**src/sswd_pkg.sv**
```systemverilog
// constants, option tables and register map of the supply supervisor
// assumes a single 40 MHz core clock and an apb slave with 32-bit data
`default_nettype none

package sswd_pkg;

	// clock and filter timing
	localparam int unsigned CLK_MHZ = 40;
	localparam int unsigned GLITCH_NS = 55000;
	// least time, rounded up
	localparam int unsigned GLITCH_CYC = (GLITCH_NS * CLK_MHZ + 999) / 1000;
	localparam int unsigned MR_REJECT_NS = 200;
	localparam int unsigned MR_FILT_CYC = (MR_REJECT_NS * CLK_MHZ + 999) / 1000;
	localparam int unsigned TICK_NS = 1000000;
	localparam int unsigned TICK_CYC_DEF = TICK_NS * CLK_MHZ / 1000;
	localparam int unsigned RUN_W = 12;

	// register map, byte addresses
	localparam logic [11:0] ADDR_CTRL = 12'h000;
	localparam logic [11:0] ADDR_STAT = 12'h004;
	// control fields
	localparam int unsigned CTRL_HOLD_LSB = 0;
	localparam int unsigned CTRL_WD_LSB = 4;
	localparam logic [2:0] HOLD_OPT_RST = 3'h2;
	localparam logic [1:0] WD_OPT_RST = 2'h0;
	localparam logic [10:0] HOLD_MS_RST = 11'h0E1; // 225 ms
	// status fields
	localparam int unsigned STAT_RST = 0;
	localparam int unsigned STAT_SUP = 1;
	localparam int unsigned STAT_MAN = 2;
	localparam int unsigned STAT_WDDIS = 3;
	localparam int unsigned STAT_LINE = 4;
	localparam int unsigned STAT_CNT_LSB = 16;

	// pin synchroniser lanes, with idle levels at reset
	localparam int unsigned PIN_SUP = 0;
	localparam int unsigned PIN_MAN = 1;
	localparam int unsigned PIN_KICK = 2;
	localparam int unsigned PIN_WDD = 3;
	localparam int unsigned PIN_LINE = 4;
	localparam int unsigned PIN_N = 5;
	localparam logic [4:0] PIN_IDLE = 5'h12;

	typedef enum logic [1:0] {
		ST_IDLE = 2'b00,
		ST_ASSERT = 2'b01,
		ST_HOLD = 2'b11
	} sswd_state_e;

	// hold period in ms for each factory option
	function automatic logic [10:0] hold_ms(input logic [2:0] opt);
		case (opt)
			3'h0: hold_ms = 11'h00F; // 15
			3'h1: hold_ms = 11'h03C; // 60
			3'h2: hold_ms = 11'h0E1; // 225
			3'h3: hold_ms = 11'h1C2; // 450
			3'h4: hold_ms = 11'h384; // 900
			default: hold_ms = 11'h708; // 1800, also codes 5..7
		endcase
	endfunction : hold_ms

	// watchdog timeout in ms for each factory option
	function automatic logic [14:0] wd_ms(input logic [1:0] opt);
		case (opt)
			2'h0: wd_ms = 15'h0CE4; // 3.3 s
			2'h1: wd_ms = 15'h1770; // 6 s
			2'h2: wd_ms = 15'h2EE0; // 12 s
			default: wd_ms = 15'h5DC0; // 24 s
		endcase
	endfunction : wd_ms

endpackage : sswd_pkg

`default_nettype wire

```
**src/sswd_wd_if.sv**
```systemverilog
// link between the reset sequencer and the watchdog counter
// assumes both ends run on the same core clock
`default_nettype none

interface sswd_wd_if;
	logic tick; // 1 ms timebase pulse
	logic kick; // one-cycle kick pulse
	logic hold; // keep counter cleared
	logic [1:0] opt; // timeout option
	logic expire; // one-cycle timeout pulse
	logic [14:0] count; // elapsed ms

	modport ctrl (output tick, kick, hold, opt, input expire, count);
	modport wdog (input tick, kick, hold, opt, output expire, count);
endinterface : sswd_wd_if

`default_nettype wire

```
**src/sswd_wdog.sv**
```systemverilog
// watchdog counter: counts ms ticks, cleared by kick or hold
// assumes tick, kick and hold come from logic on the same clock
`default_nettype none

module sswd_wdog
	import sswd_pkg::*;
(
	input wire logic clk, // core clock
	input wire logic rst_n, // async reset, active low
	sswd_wd_if.wdog wd // sequencer side
);

	logic [14:0] cnt_r;
	logic [14:0] cnt_nxt;
	logic exp_r;
	logic exp_nxt;

	// clear on hold or kick, else count ticks up to the timeout
	always_comb
	begin
		cnt_nxt = cnt_r;
		exp_nxt = 1'b0;
		if (wd.hold || wd.kick)
			cnt_nxt = 15'h0000;
		else if (wd.tick)
		begin
			if (cnt_r + 15'h0001 >= wd_ms(wd.opt))
			begin
				cnt_nxt = 15'h0000;
				exp_nxt = 1'b1;
			end
			else
				cnt_nxt = cnt_r + 15'h0001;
		end
	end

	always_ff @(posedge clk or negedge rst_n)
	begin
		if (!rst_n)
		begin
			cnt_r <= 15'h0000;
			exp_r <= 1'b0;
		end
		else
		begin
			cnt_r <= cnt_nxt;
			exp_r <= exp_nxt;
		end
	end

	assign wd.count = cnt_r;
	assign wd.expire = exp_r;
endmodule : sswd_wdog

`default_nettype wire

```
**src/sswd_top.sv**
```systemverilog
// supply supervisor with manual reset and watchdog, apb control
// assumes pins are asynchronous; apb runs on CORE_CLK
//
// Behaviour
// - supply low asserts reset: high output high, low outputs low
// - after supply low clears, reset stays for the hold period
// - reset at power-up, power-down, brownout, all with hold extension
// - supply dips shorter than 55us do not start a reset
// - kick input detects level changes as short as 150ns
// - watchdog timeout option: 3.3 s, 6 s, 12 s or 24 s
// - watchdog expiry asserts reset for the hold period
// - watchdog held at zero while reset is asserted
// - watchdog counts from zero once reset deasserts
// - watchdog cleared by reset or any kick toggle
// - disable input high stops and clears the watchdog
// - manual low asserts reset, then hold period after release
// - unconnected manual input reads high, so inactive; here only the synchroniser reset level is high, no pull-up
// - manual switch bounce gives no extra reset sequences
// - hold period option: 15, 60, 225, 450, 900 or 1800 ms
// - open-drain output only pulls the reset line low
`default_nettype none

module sswd_top
	import sswd_pkg::*;
#(
	parameter int unsigned TICK_CYC = TICK_CYC_DEF // cycles per ms
)
(
	input wire logic CORE_CLK, // core clock, 40 MHz
	input wire logic RESET_N, // async reset, active low
	input wire logic PSEL, // apb select
	input wire logic PENABLE, // apb enable
	input wire logic PWRITE, // apb direction
	input wire logic [11:0] PADDR, // apb byte address
	input wire logic [31:0] PWDATA, // apb write data
	output logic [31:0] PRDATA, // apb read data
	output logic PREADY, // apb ready
	output logic PSLVERR, // apb error
	input wire logic SUPPLY_LOW_IN, // comparator, high = undervoltage
	input wire logic MANUAL_RST_LOW_IN, // manual reset, active low
	input wire logic WATCHDOG_KICK_IN, // kick toggle from host
	input wire logic WATCHDOG_DISABLE_IN, // high stops watchdog
	output logic RST_ACTIVE_HIGH_OUT, // push-pull, high = reset
	output logic SYS_RST_ACTIVE_LOW_OUT, // push-pull, low = reset
	output logic RST_OD_O, // open-drain data, always low
	output logic RST_OD_OE_N, // open-drain enable, low = pull
	input wire logic RST_OD_I // shared reset line level
);

	sswd_wd_if wd ();

	sswd_wdog u_wdog (
		.clk(CORE_CLK),
		.rst_n(RESET_N),
		.wd(wd)
	);

	// two-flop synchronisers for every pin
	logic [PIN_N-1:0] pin_raw;
	logic [PIN_N-1:0] sync1_r;
	logic [PIN_N-1:0] sync2_r;
	logic kick_d_r;
	logic kick_p;

	assign pin_raw = {RST_OD_I, WATCHDOG_DISABLE_IN, WATCHDOG_KICK_IN,
		MANUAL_RST_LOW_IN, SUPPLY_LOW_IN};

	// idle levels keep the manual lane inactive only until the pins are first sampled after reset
	always_ff @(posedge CORE_CLK or negedge RESET_N)
	begin
		if (!RESET_N)
		begin
			sync1_r <= PIN_IDLE;
			sync2_r <= PIN_IDLE;
			kick_d_r <= 1'b0;
		end
		else
		begin
			sync1_r <= pin_raw;
			sync2_r <= sync1_r;
			kick_d_r <= sync2_r[PIN_KICK];
		end
	end

	// any change of the synced kick level, either edge
	assign kick_p = sync2_r[PIN_KICK] ^ kick_d_r;

	// run-length count of an active level, saturating at lim
	function automatic logic [RUN_W-1:0] run_next(input logic [RUN_W-1:0] run,
		input logic act, input logic [RUN_W-1:0] lim);
		if (!act)
			run_next = '0;
		else if (run == lim)
			run_next = run;
		else
			run_next = run + 1'b1;
	endfunction : run_next

	// glitch and bounce filters
	localparam logic [RUN_W-1:0] SUP_LIM = RUN_W'(GLITCH_CYC);
	localparam logic [RUN_W-1:0] MAN_LIM = RUN_W'(MR_FILT_CYC);
	logic [RUN_W-1:0] sup_run_r;
	logic [RUN_W-1:0] sup_run_nxt;
	logic [RUN_W-1:0] man_run_r;
	logic [RUN_W-1:0] man_run_nxt;
	logic sup_f_r;
	logic sup_f_nxt;
	logic man_f_r;
	logic man_f_nxt;

	// a dip must last the whole glitch window before it counts
	always_comb
	begin
		sup_run_nxt = run_next(sup_run_r, sync2_r[PIN_SUP], SUP_LIM);
		man_run_nxt = run_next(man_run_r, !sync2_r[PIN_MAN], MAN_LIM);
		sup_f_nxt = sup_run_nxt == SUP_LIM;
		// short rejection keeps a 1us press well inside detection
		man_f_nxt = man_run_nxt == MAN_LIM;
	end

	always_ff @(posedge CORE_CLK or negedge RESET_N)
	begin
		if (!RESET_N)
		begin
			sup_run_r <= '0;
			man_run_r <= '0;
			sup_f_r <= 1'b0;
			man_f_r <= 1'b0;
		end
		else
		begin
			sup_run_r <= sup_run_nxt;
			man_run_r <= man_run_nxt;
			sup_f_r <= sup_f_nxt;
			man_f_r <= man_f_nxt;
		end
	end

	// control register
	logic [2:0] hold_opt_r;
	logic [2:0] hold_opt_nxt;
	logic [1:0] wd_opt_r;
	logic [1:0] wd_opt_nxt;

	// reset sequencer
	sswd_state_e st_r;
	sswd_state_e st_nxt;
	logic [10:0] hold_cnt_r;
	logic [10:0] hold_cnt_nxt;
	logic [10:0] hold_lim_r;
	logic [10:0] hold_lim_nxt;
	logic [31:0] pre_r;
	logic [31:0] pre_nxt;
	logic tick;
	logic src;

	assign tick = pre_r == TICK_CYC - 1;
	// all sources share one hold counter
	assign src = sup_f_r | man_f_r | wd.expire;

	// any active source restarts the hold from full length
	always_comb
	begin
		st_nxt = st_r;
		hold_cnt_nxt = hold_cnt_r;
		hold_lim_nxt = hold_lim_r;
		pre_nxt = tick ? 32'h0000_0000 : pre_r + 32'h0000_0001;
		if (src)
		begin
			// bounce only reloads the hold, never a second sequence
			st_nxt = ST_ASSERT;
			hold_cnt_nxt = hold_ms(hold_opt_r);
			hold_lim_nxt = hold_ms(hold_opt_r);
			pre_nxt = 32'h0000_0000;
		end
		else
		begin
			case (st_r)
				ST_ASSERT:
				begin
					st_nxt = ST_HOLD;
					pre_nxt = 32'h0000_0000;
				end
				ST_HOLD:
				begin
					if (tick)
					begin
						hold_cnt_nxt = hold_cnt_r - 11'h001;
						if (hold_cnt_r == 11'h001)
							st_nxt = ST_IDLE;
					end
				end
				ST_IDLE: st_nxt = ST_IDLE;
				default: st_nxt = ST_HOLD;
			endcase
		end
	end

	// power-up starts in the hold state with the default period
	always_ff @(posedge CORE_CLK or negedge RESET_N)
	begin
		if (!RESET_N)
		begin
			st_r <= ST_HOLD;
			hold_cnt_r <= HOLD_MS_RST;
			hold_lim_r <= HOLD_MS_RST;
			pre_r <= 32'h0000_0000;
		end
		else
		begin
			st_r <= st_nxt;
			hold_cnt_r <= hold_cnt_nxt;
			hold_lim_r <= hold_lim_nxt;
			pre_r <= pre_nxt;
		end
	end

	// watchdog held while reset is out or disable is high
	assign wd.tick = tick;
	assign wd.kick = kick_p;
	assign wd.hold = (st_r != ST_IDLE) | sync2_r[PIN_WDD];
	assign wd.opt = wd_opt_r;

	// reset outputs, registered from the next state
	logic rst_act_nxt;
	logic rst_hi_r;
	logic rst_lo_r;

	assign rst_act_nxt = st_nxt != ST_IDLE;

	always_ff @(posedge CORE_CLK or negedge RESET_N)
	begin
		if (!RESET_N)
		begin
			rst_hi_r <= 1'b1;
			rst_lo_r <= 1'b0;
		end
		else
		begin
			rst_hi_r <= rst_act_nxt;
			rst_lo_r <= !rst_act_nxt;
		end
	end

	assign RST_ACTIVE_HIGH_OUT = rst_hi_r;
	assign SYS_RST_ACTIVE_LOW_OUT = rst_lo_r;
	// open drain never drives high, so a cpu can share the line
	assign RST_OD_O = 1'b0;
	assign RST_OD_OE_N = rst_lo_r;

	// apb slave: ready in the first access cycle, no wait states
	logic setup;
	logic mapped;
	logic wr_ok;
	logic [31:0] rd_val;
	logic [31:0] prdata_r;
	logic [31:0] prdata_nxt;
	logic pready_r;
	logic pslverr_r;
	logic pslverr_nxt;

	assign setup = PSEL && !PENABLE;
	assign mapped = PADDR == ADDR_CTRL || PADDR == ADDR_STAT;
	assign wr_ok = PSEL && PENABLE && pready_r && PWRITE && !pslverr_r &&
		PADDR == ADDR_CTRL;

	// read mux and control write; unmapped gives pslverr, reads zero
	always_comb
	begin
		rd_val = 32'h0000_0000;
		if (PADDR == ADDR_CTRL)
		begin
			rd_val[CTRL_HOLD_LSB +: 3] = hold_opt_r;
			rd_val[CTRL_WD_LSB +: 2] = wd_opt_r;
		end
		else if (PADDR == ADDR_STAT)
		begin
			rd_val[STAT_RST] = st_r != ST_IDLE;
			rd_val[STAT_SUP] = sup_f_r;
			rd_val[STAT_MAN] = man_f_r;
			rd_val[STAT_WDDIS] = sync2_r[PIN_WDD];
			rd_val[STAT_LINE] = sync2_r[PIN_LINE];
			rd_val[STAT_CNT_LSB +: 15] = wd.count;
		end
		prdata_nxt = (setup && !PWRITE) ? rd_val : prdata_r;
		pslverr_nxt = setup && !mapped;
		hold_opt_nxt = wr_ok ? PWDATA[CTRL_HOLD_LSB +: 3] : hold_opt_r;
		wd_opt_nxt = wr_ok ? PWDATA[CTRL_WD_LSB +: 2] : wd_opt_r;
	end

	always_ff @(posedge CORE_CLK or negedge RESET_N)
	begin
		if (!RESET_N)
		begin
			prdata_r <= 32'h0000_0000;
			pready_r <= 1'b0;
			pslverr_r <= 1'b0;
			hold_opt_r <= HOLD_OPT_RST;
			wd_opt_r <= WD_OPT_RST;
		end
		else
		begin
			prdata_r <= prdata_nxt;
			pready_r <= setup;
			pslverr_r <= pslverr_nxt;
			hold_opt_r <= hold_opt_nxt;
			wd_opt_r <= wd_opt_nxt;
		end
	end

	assign PRDATA = prdata_r;
	assign PREADY = pready_r;
	assign PSLVERR = pslverr_r;

	// helper: cycles spent in the hold state
	logic [31:0] hold_cyc_r;

	always_ff @(posedge CORE_CLK or negedge RESET_N)
	begin
		if (!RESET_N)
			hold_cyc_r <= 32'h0000_0000;
		else
			hold_cyc_r <= (st_r == ST_HOLD) ? hold_cyc_r + 32'h0000_0001 :
				32'h0000_0000;
	end
endmodule : sswd_top

`default_nettype wire

```
**config.mk**
```make
export PLATFORM = sky130hd
export DESIGN_NAME = sswd_top
export DESIGN_NICKNAME = d
export VERILOG_FILES = /design/src/sswd_pkg.sv /design/src/sswd_wd_if.sv /design/src/sswd_wdog.sv /design/src/sswd_top.sv
export SDC_FILE = /design/constraint.sdc
export NUM_CORES = 1
export LEC_CHECK = 0
export CELL_PAD_IN_SITES_DETAIL_PLACEMENT = 0
export CELL_PAD_IN_SITES_GLOBAL_PLACEMENT = 2
export CORE_AREA = 3 3 138 140
export CTS_BUF_LIST = sky130_fd_sc_hd__clkbuf_4
export CTS_CLUSTER_DIAMETER = 50
export DETAILED_ROUTE_END_ITERATION = 7
export DIE_AREA = 0 0 141 143
export DONT_BUFFER_PORTS = 1
export GPL_TIMING_DRIVEN = 0
export HOLD_SLACK_MARGIN = 0.05
export PLACE_DENSITY_LB_ADDON = 0.1
export SLEW_MARGIN = 5
export SYNTH_ARGS = -nofsm -noshare
export SYNTH_HDL_FRONTEND = slang
export SYNTH_SLANG_ARGS = --single-unit
```
**constraint.sdc**
```tcl
create_clock -name CORE_CLK -period 3.2 [get_ports CORE_CLK]
set_input_delay 0 -clock CORE_CLK [delete_from_list [all_inputs] [get_ports CORE_CLK]]
set_output_delay 0 -clock CORE_CLK [all_outputs]
set_load 0.01 [all_outputs]
```
==> flow_summary.ini <==
[finish]
fin_nets = 825
area_delta_synth_final_pct = 15.32
post-route-util_pct = 43.57
design_area_um2 = 7828
final_common_cell = dfrtp_1
final_cell_mix = dfrtp_1, nor2_1, xor2_1, nand2_1, nand3_1
drive_gt1_share_pct = 14.06

[logic_synthesis]
avgSynthCellArea_um2 = 9.895
synth_top_cell_by_area = dfrtp_1
syn_area_um2 = 6788
ys_seq_area_share_pct = 47.41
synth_edf_count = 0
synth_ff_type = dfrtp_1
synth_top_area_share_pct = 42.76
synth_cell_types = 65
yosys_warnings = 0
synthArstFlopShare_pct = 100.0
ys_top_cells_by_area = dfrtp_1, xor2_1, dfstp_2, nor2_1, ha_1
netlist_instances = 686
synth-seq-cells = 128

[detailed_routing]
wl_um = 15420
via_count = 5121
drc = 0
postRouteAntennaNets = 0
first_pass_iters = 5
drtIter0Drc = 368
wl_per_cell_um = 15.56
via_per_inst = 5.168

[power]
p_sw_uw = 835.7
cellPowerDensity_nw_per_um2 = 406.8
pwr-share-clk_pct = 35.7
p_sw_share_pct = 26.24
seqPwrFrac_pct = 55.3
ir_worst_vdd_mv = 0.3906
power_leakage_uw = 0.003436
p_int_uw = 2349
combPwrFrac_pct = 8.9

[placed_design]
dp_hpwl_um = 10570
gp_congestion = 0.7676
place_area_um2 = 7116
portBuffers = 0
place_ws_ns = -0.2962

[floorplan]
rows = 49
die_area_um2 = 20160
core_area_um2 = 17960
die_h_um = 143
initial_utilization_pct = 37.79
io_pins = 92
fp.dieW_um = 141

[grt]
grt_max_degree = 129
antenna_found_initial = 1
grt_pass1_vias = 5071
grt_pass1_wl_um = 26410
gr-total-overflow = 0
grt_usage_pct = 16.24

[worst_setup_path]
critPathRequiredTime_ns = 3.62
cp_data_arrival_time_ns = 3.47
crit_path_max_fanout = 6
critPathLaunchType = register
critical_path_class = register to register
cp-end-kind = register

[clock_tree]
cts-htree-levels = 4
cts.path.max_buffers = 2
cts_sinks = 128
insertion_delay_ns = 0.52
clkTransAtPathRegs_ns = 0.13
cts_made_buffers = 17
cts-root-buf = clkbuf_4
cts_tree = built

[timing]
layout_min_cycle_time_ns = 3.042
rsz0062_at_grt = yes
worst_pin_slew_ns = 0.9345
fin_crit_sh_pct = 95.05
clock-skew-final_ns = 0.02300
hold_viol = 0
holdWs_ns = 0.07469
slew_viol_final = 0
slew_headroom_pct = 37.22
setup_slack_ns = 0.1583
fmax_mhz = 328.8
setup_viol = 0

[hold_path]
hp-class = primary input to async pin

[run]
cap_violations = 0

[run_status]
outcome = completed
## power by group through the flow
stage	Clock, uW	Sequential, uW	Combinational [uW]
2_1_floorplan	0	1770	191
6_report	1140	1760	284
4_1_cts	1200	1760	290
3_3_place_gp	0	1790	225
3_5_place_dp	0	1790	229
5_1_grt	1270	1780	321
## critical path: stages, from the launching register on
cell     delay, ns
dfrtp_2       0.43
and3_4        0.18
and3_4        0.19
and3_4        0.21
and3_4        0.19
xnor2_2       0.18
inv_2         0.07
ha_4          0.25
a21oi_2       0.14
nand2_2       0.07
a211o_1       0.30
o22ai_4       0.25
o21ai_4       0.13
o41ai_2       0.34
## cell usage after synthesis (4+ instances only)
| cell type | n |
|---|---|
| buf_4 | 14 |
| o21ai_1 | 6 |
| and4_1 | 5 |
| dfstp_2 | 12 |
| clkbuf_1 | 16 |
| nor2_1 | 83 |
| nor2b_1 | 7 |
| nand4_1 | 19 |
| or3_1 | 8 |
| xnor2_1 | 24 |
| nor4_1 | 15 |
| nor3_1 | 10 |
| a22o_1 | 16 |
| and3_1 | 17 |
| nand2b_1 | 6 |
| xor2_1 | 48 |
| o31ai_1 | 14 |
| nand3_1 | 39 |
| dfrtp_1 | 116 |
| and2_1 | 8 |
| nand3b_1 | 5 |
| o21ai_0 | 11 |
| nor4_2 | 4 |
| mux2_1 | 5 |
| nand2_1 | 43 |
| buf_2 | 8 |
| a21oi_1 | 22 |
| mux2i_1 | 5 |
| ha_1 | 23 |
| inv_1 | 27 |
## state kept, by name, indices dropped and copies added, names as in the netlist, 2 cells and up
signal           count
man_run_r           12
hold_cnt_r          11
sync2_r              5
pre_r               32
u_wdog.wd.count     15
hold_opt_r           3
sync1_r              5
sup_run_r           12
wd.opt               2
st_r                 2
PRDATA              21
## path summary, 6_finish.rpt
path                                                  endpoint  cells after the start  slack [ns]                            from
worst min register to register            sync2_r[4]$_DFF_PN1_                      0        0.34            sync1_r[4]$_DFF_PN1_
worst max-delay path            u_wdog.wd.count[3]$_DFFE_PN0P_                     13        0.16  u_wdog.wd.count[2]$_DFFE_PN0P_
min in group CORE_CLK                hold_opt_r[2]$_DFFE_PN0P_                      4        0.11                            PSEL
max in group asynchronous       u_wdog.wd.count[2]$_DFFE_PN0P_                      2        2.51                         RESET_N
worst max register to register  u_wdog.wd.count[3]$_DFFE_PN0P_                     13        0.16  u_wdog.wd.count[2]$_DFFE_PN0P_
worst min-delay path                 hold_cnt_r[9]$_DFFE_PN0P_                      2        0.07                         RESET_N
## repair_timing
item	in CTS	in global routing
hold buffers	26	0
endpoints found under the setup margin	16	16
buffers inserted	5	1
cloned	1	0
resized for setup	8	13
hold endpoints to repair	145	0
pin swaps	4	7
## metal layers
metal / vias to the layer above / GRT usage (%) / routed length, um
met1: 2494 / 22.32 / 7445
met3: 5 / 4.186 / 700
met2: 105 / 25.98 / 7158
met5: - / 0 / 0
li1: 2517 / - / -
met4: 0 / 3.672 / 114
## cell type report
| cell class | instances | area [um^2] |
|---|---|---|
| Buffer | 40 | 219.0 |
| Tap cell | 229 | 286.5 |
| Multi-Input combinational cell | 501 | 3385 |
| Fill cell | 1736 | 10140 |
| Clock buffer | 18 | 135.1 |
| Timing Repair Buffer | 32 | 326.6 |
| Antenna cell | 1 | 2.502 |
| Sequential cell | 128 | 3219 |
| Clock inverter | 14 | 148.9 |
| Inverter | 28 | 105.1 |
## stage by stage
stage / TNS, ns / total power (uW) / cells
final: 0 / 3184 / 991
after detailed placement: -2.765 / 2023 / 926
after floorplan: 0 / 1965 / 697
after CTS: 0 / 3252 / 990
after global placement: -2.418 / 2014 / 926
after global routing: -0.002742 / 3366 / 991
## cells by family after synthesis
kind of cell / synth area share, %
xor gates and xnor gates: 9.290
AOI/OAI and AO/OA: 9.438
buffers and inverters: 4.848
adders and majority gates: 4.240
and+or+nand+nor: 23.15
muxes: 1.567
DFF: 47.41
other: 0.05525
Power figures use the tool's default switching activity.
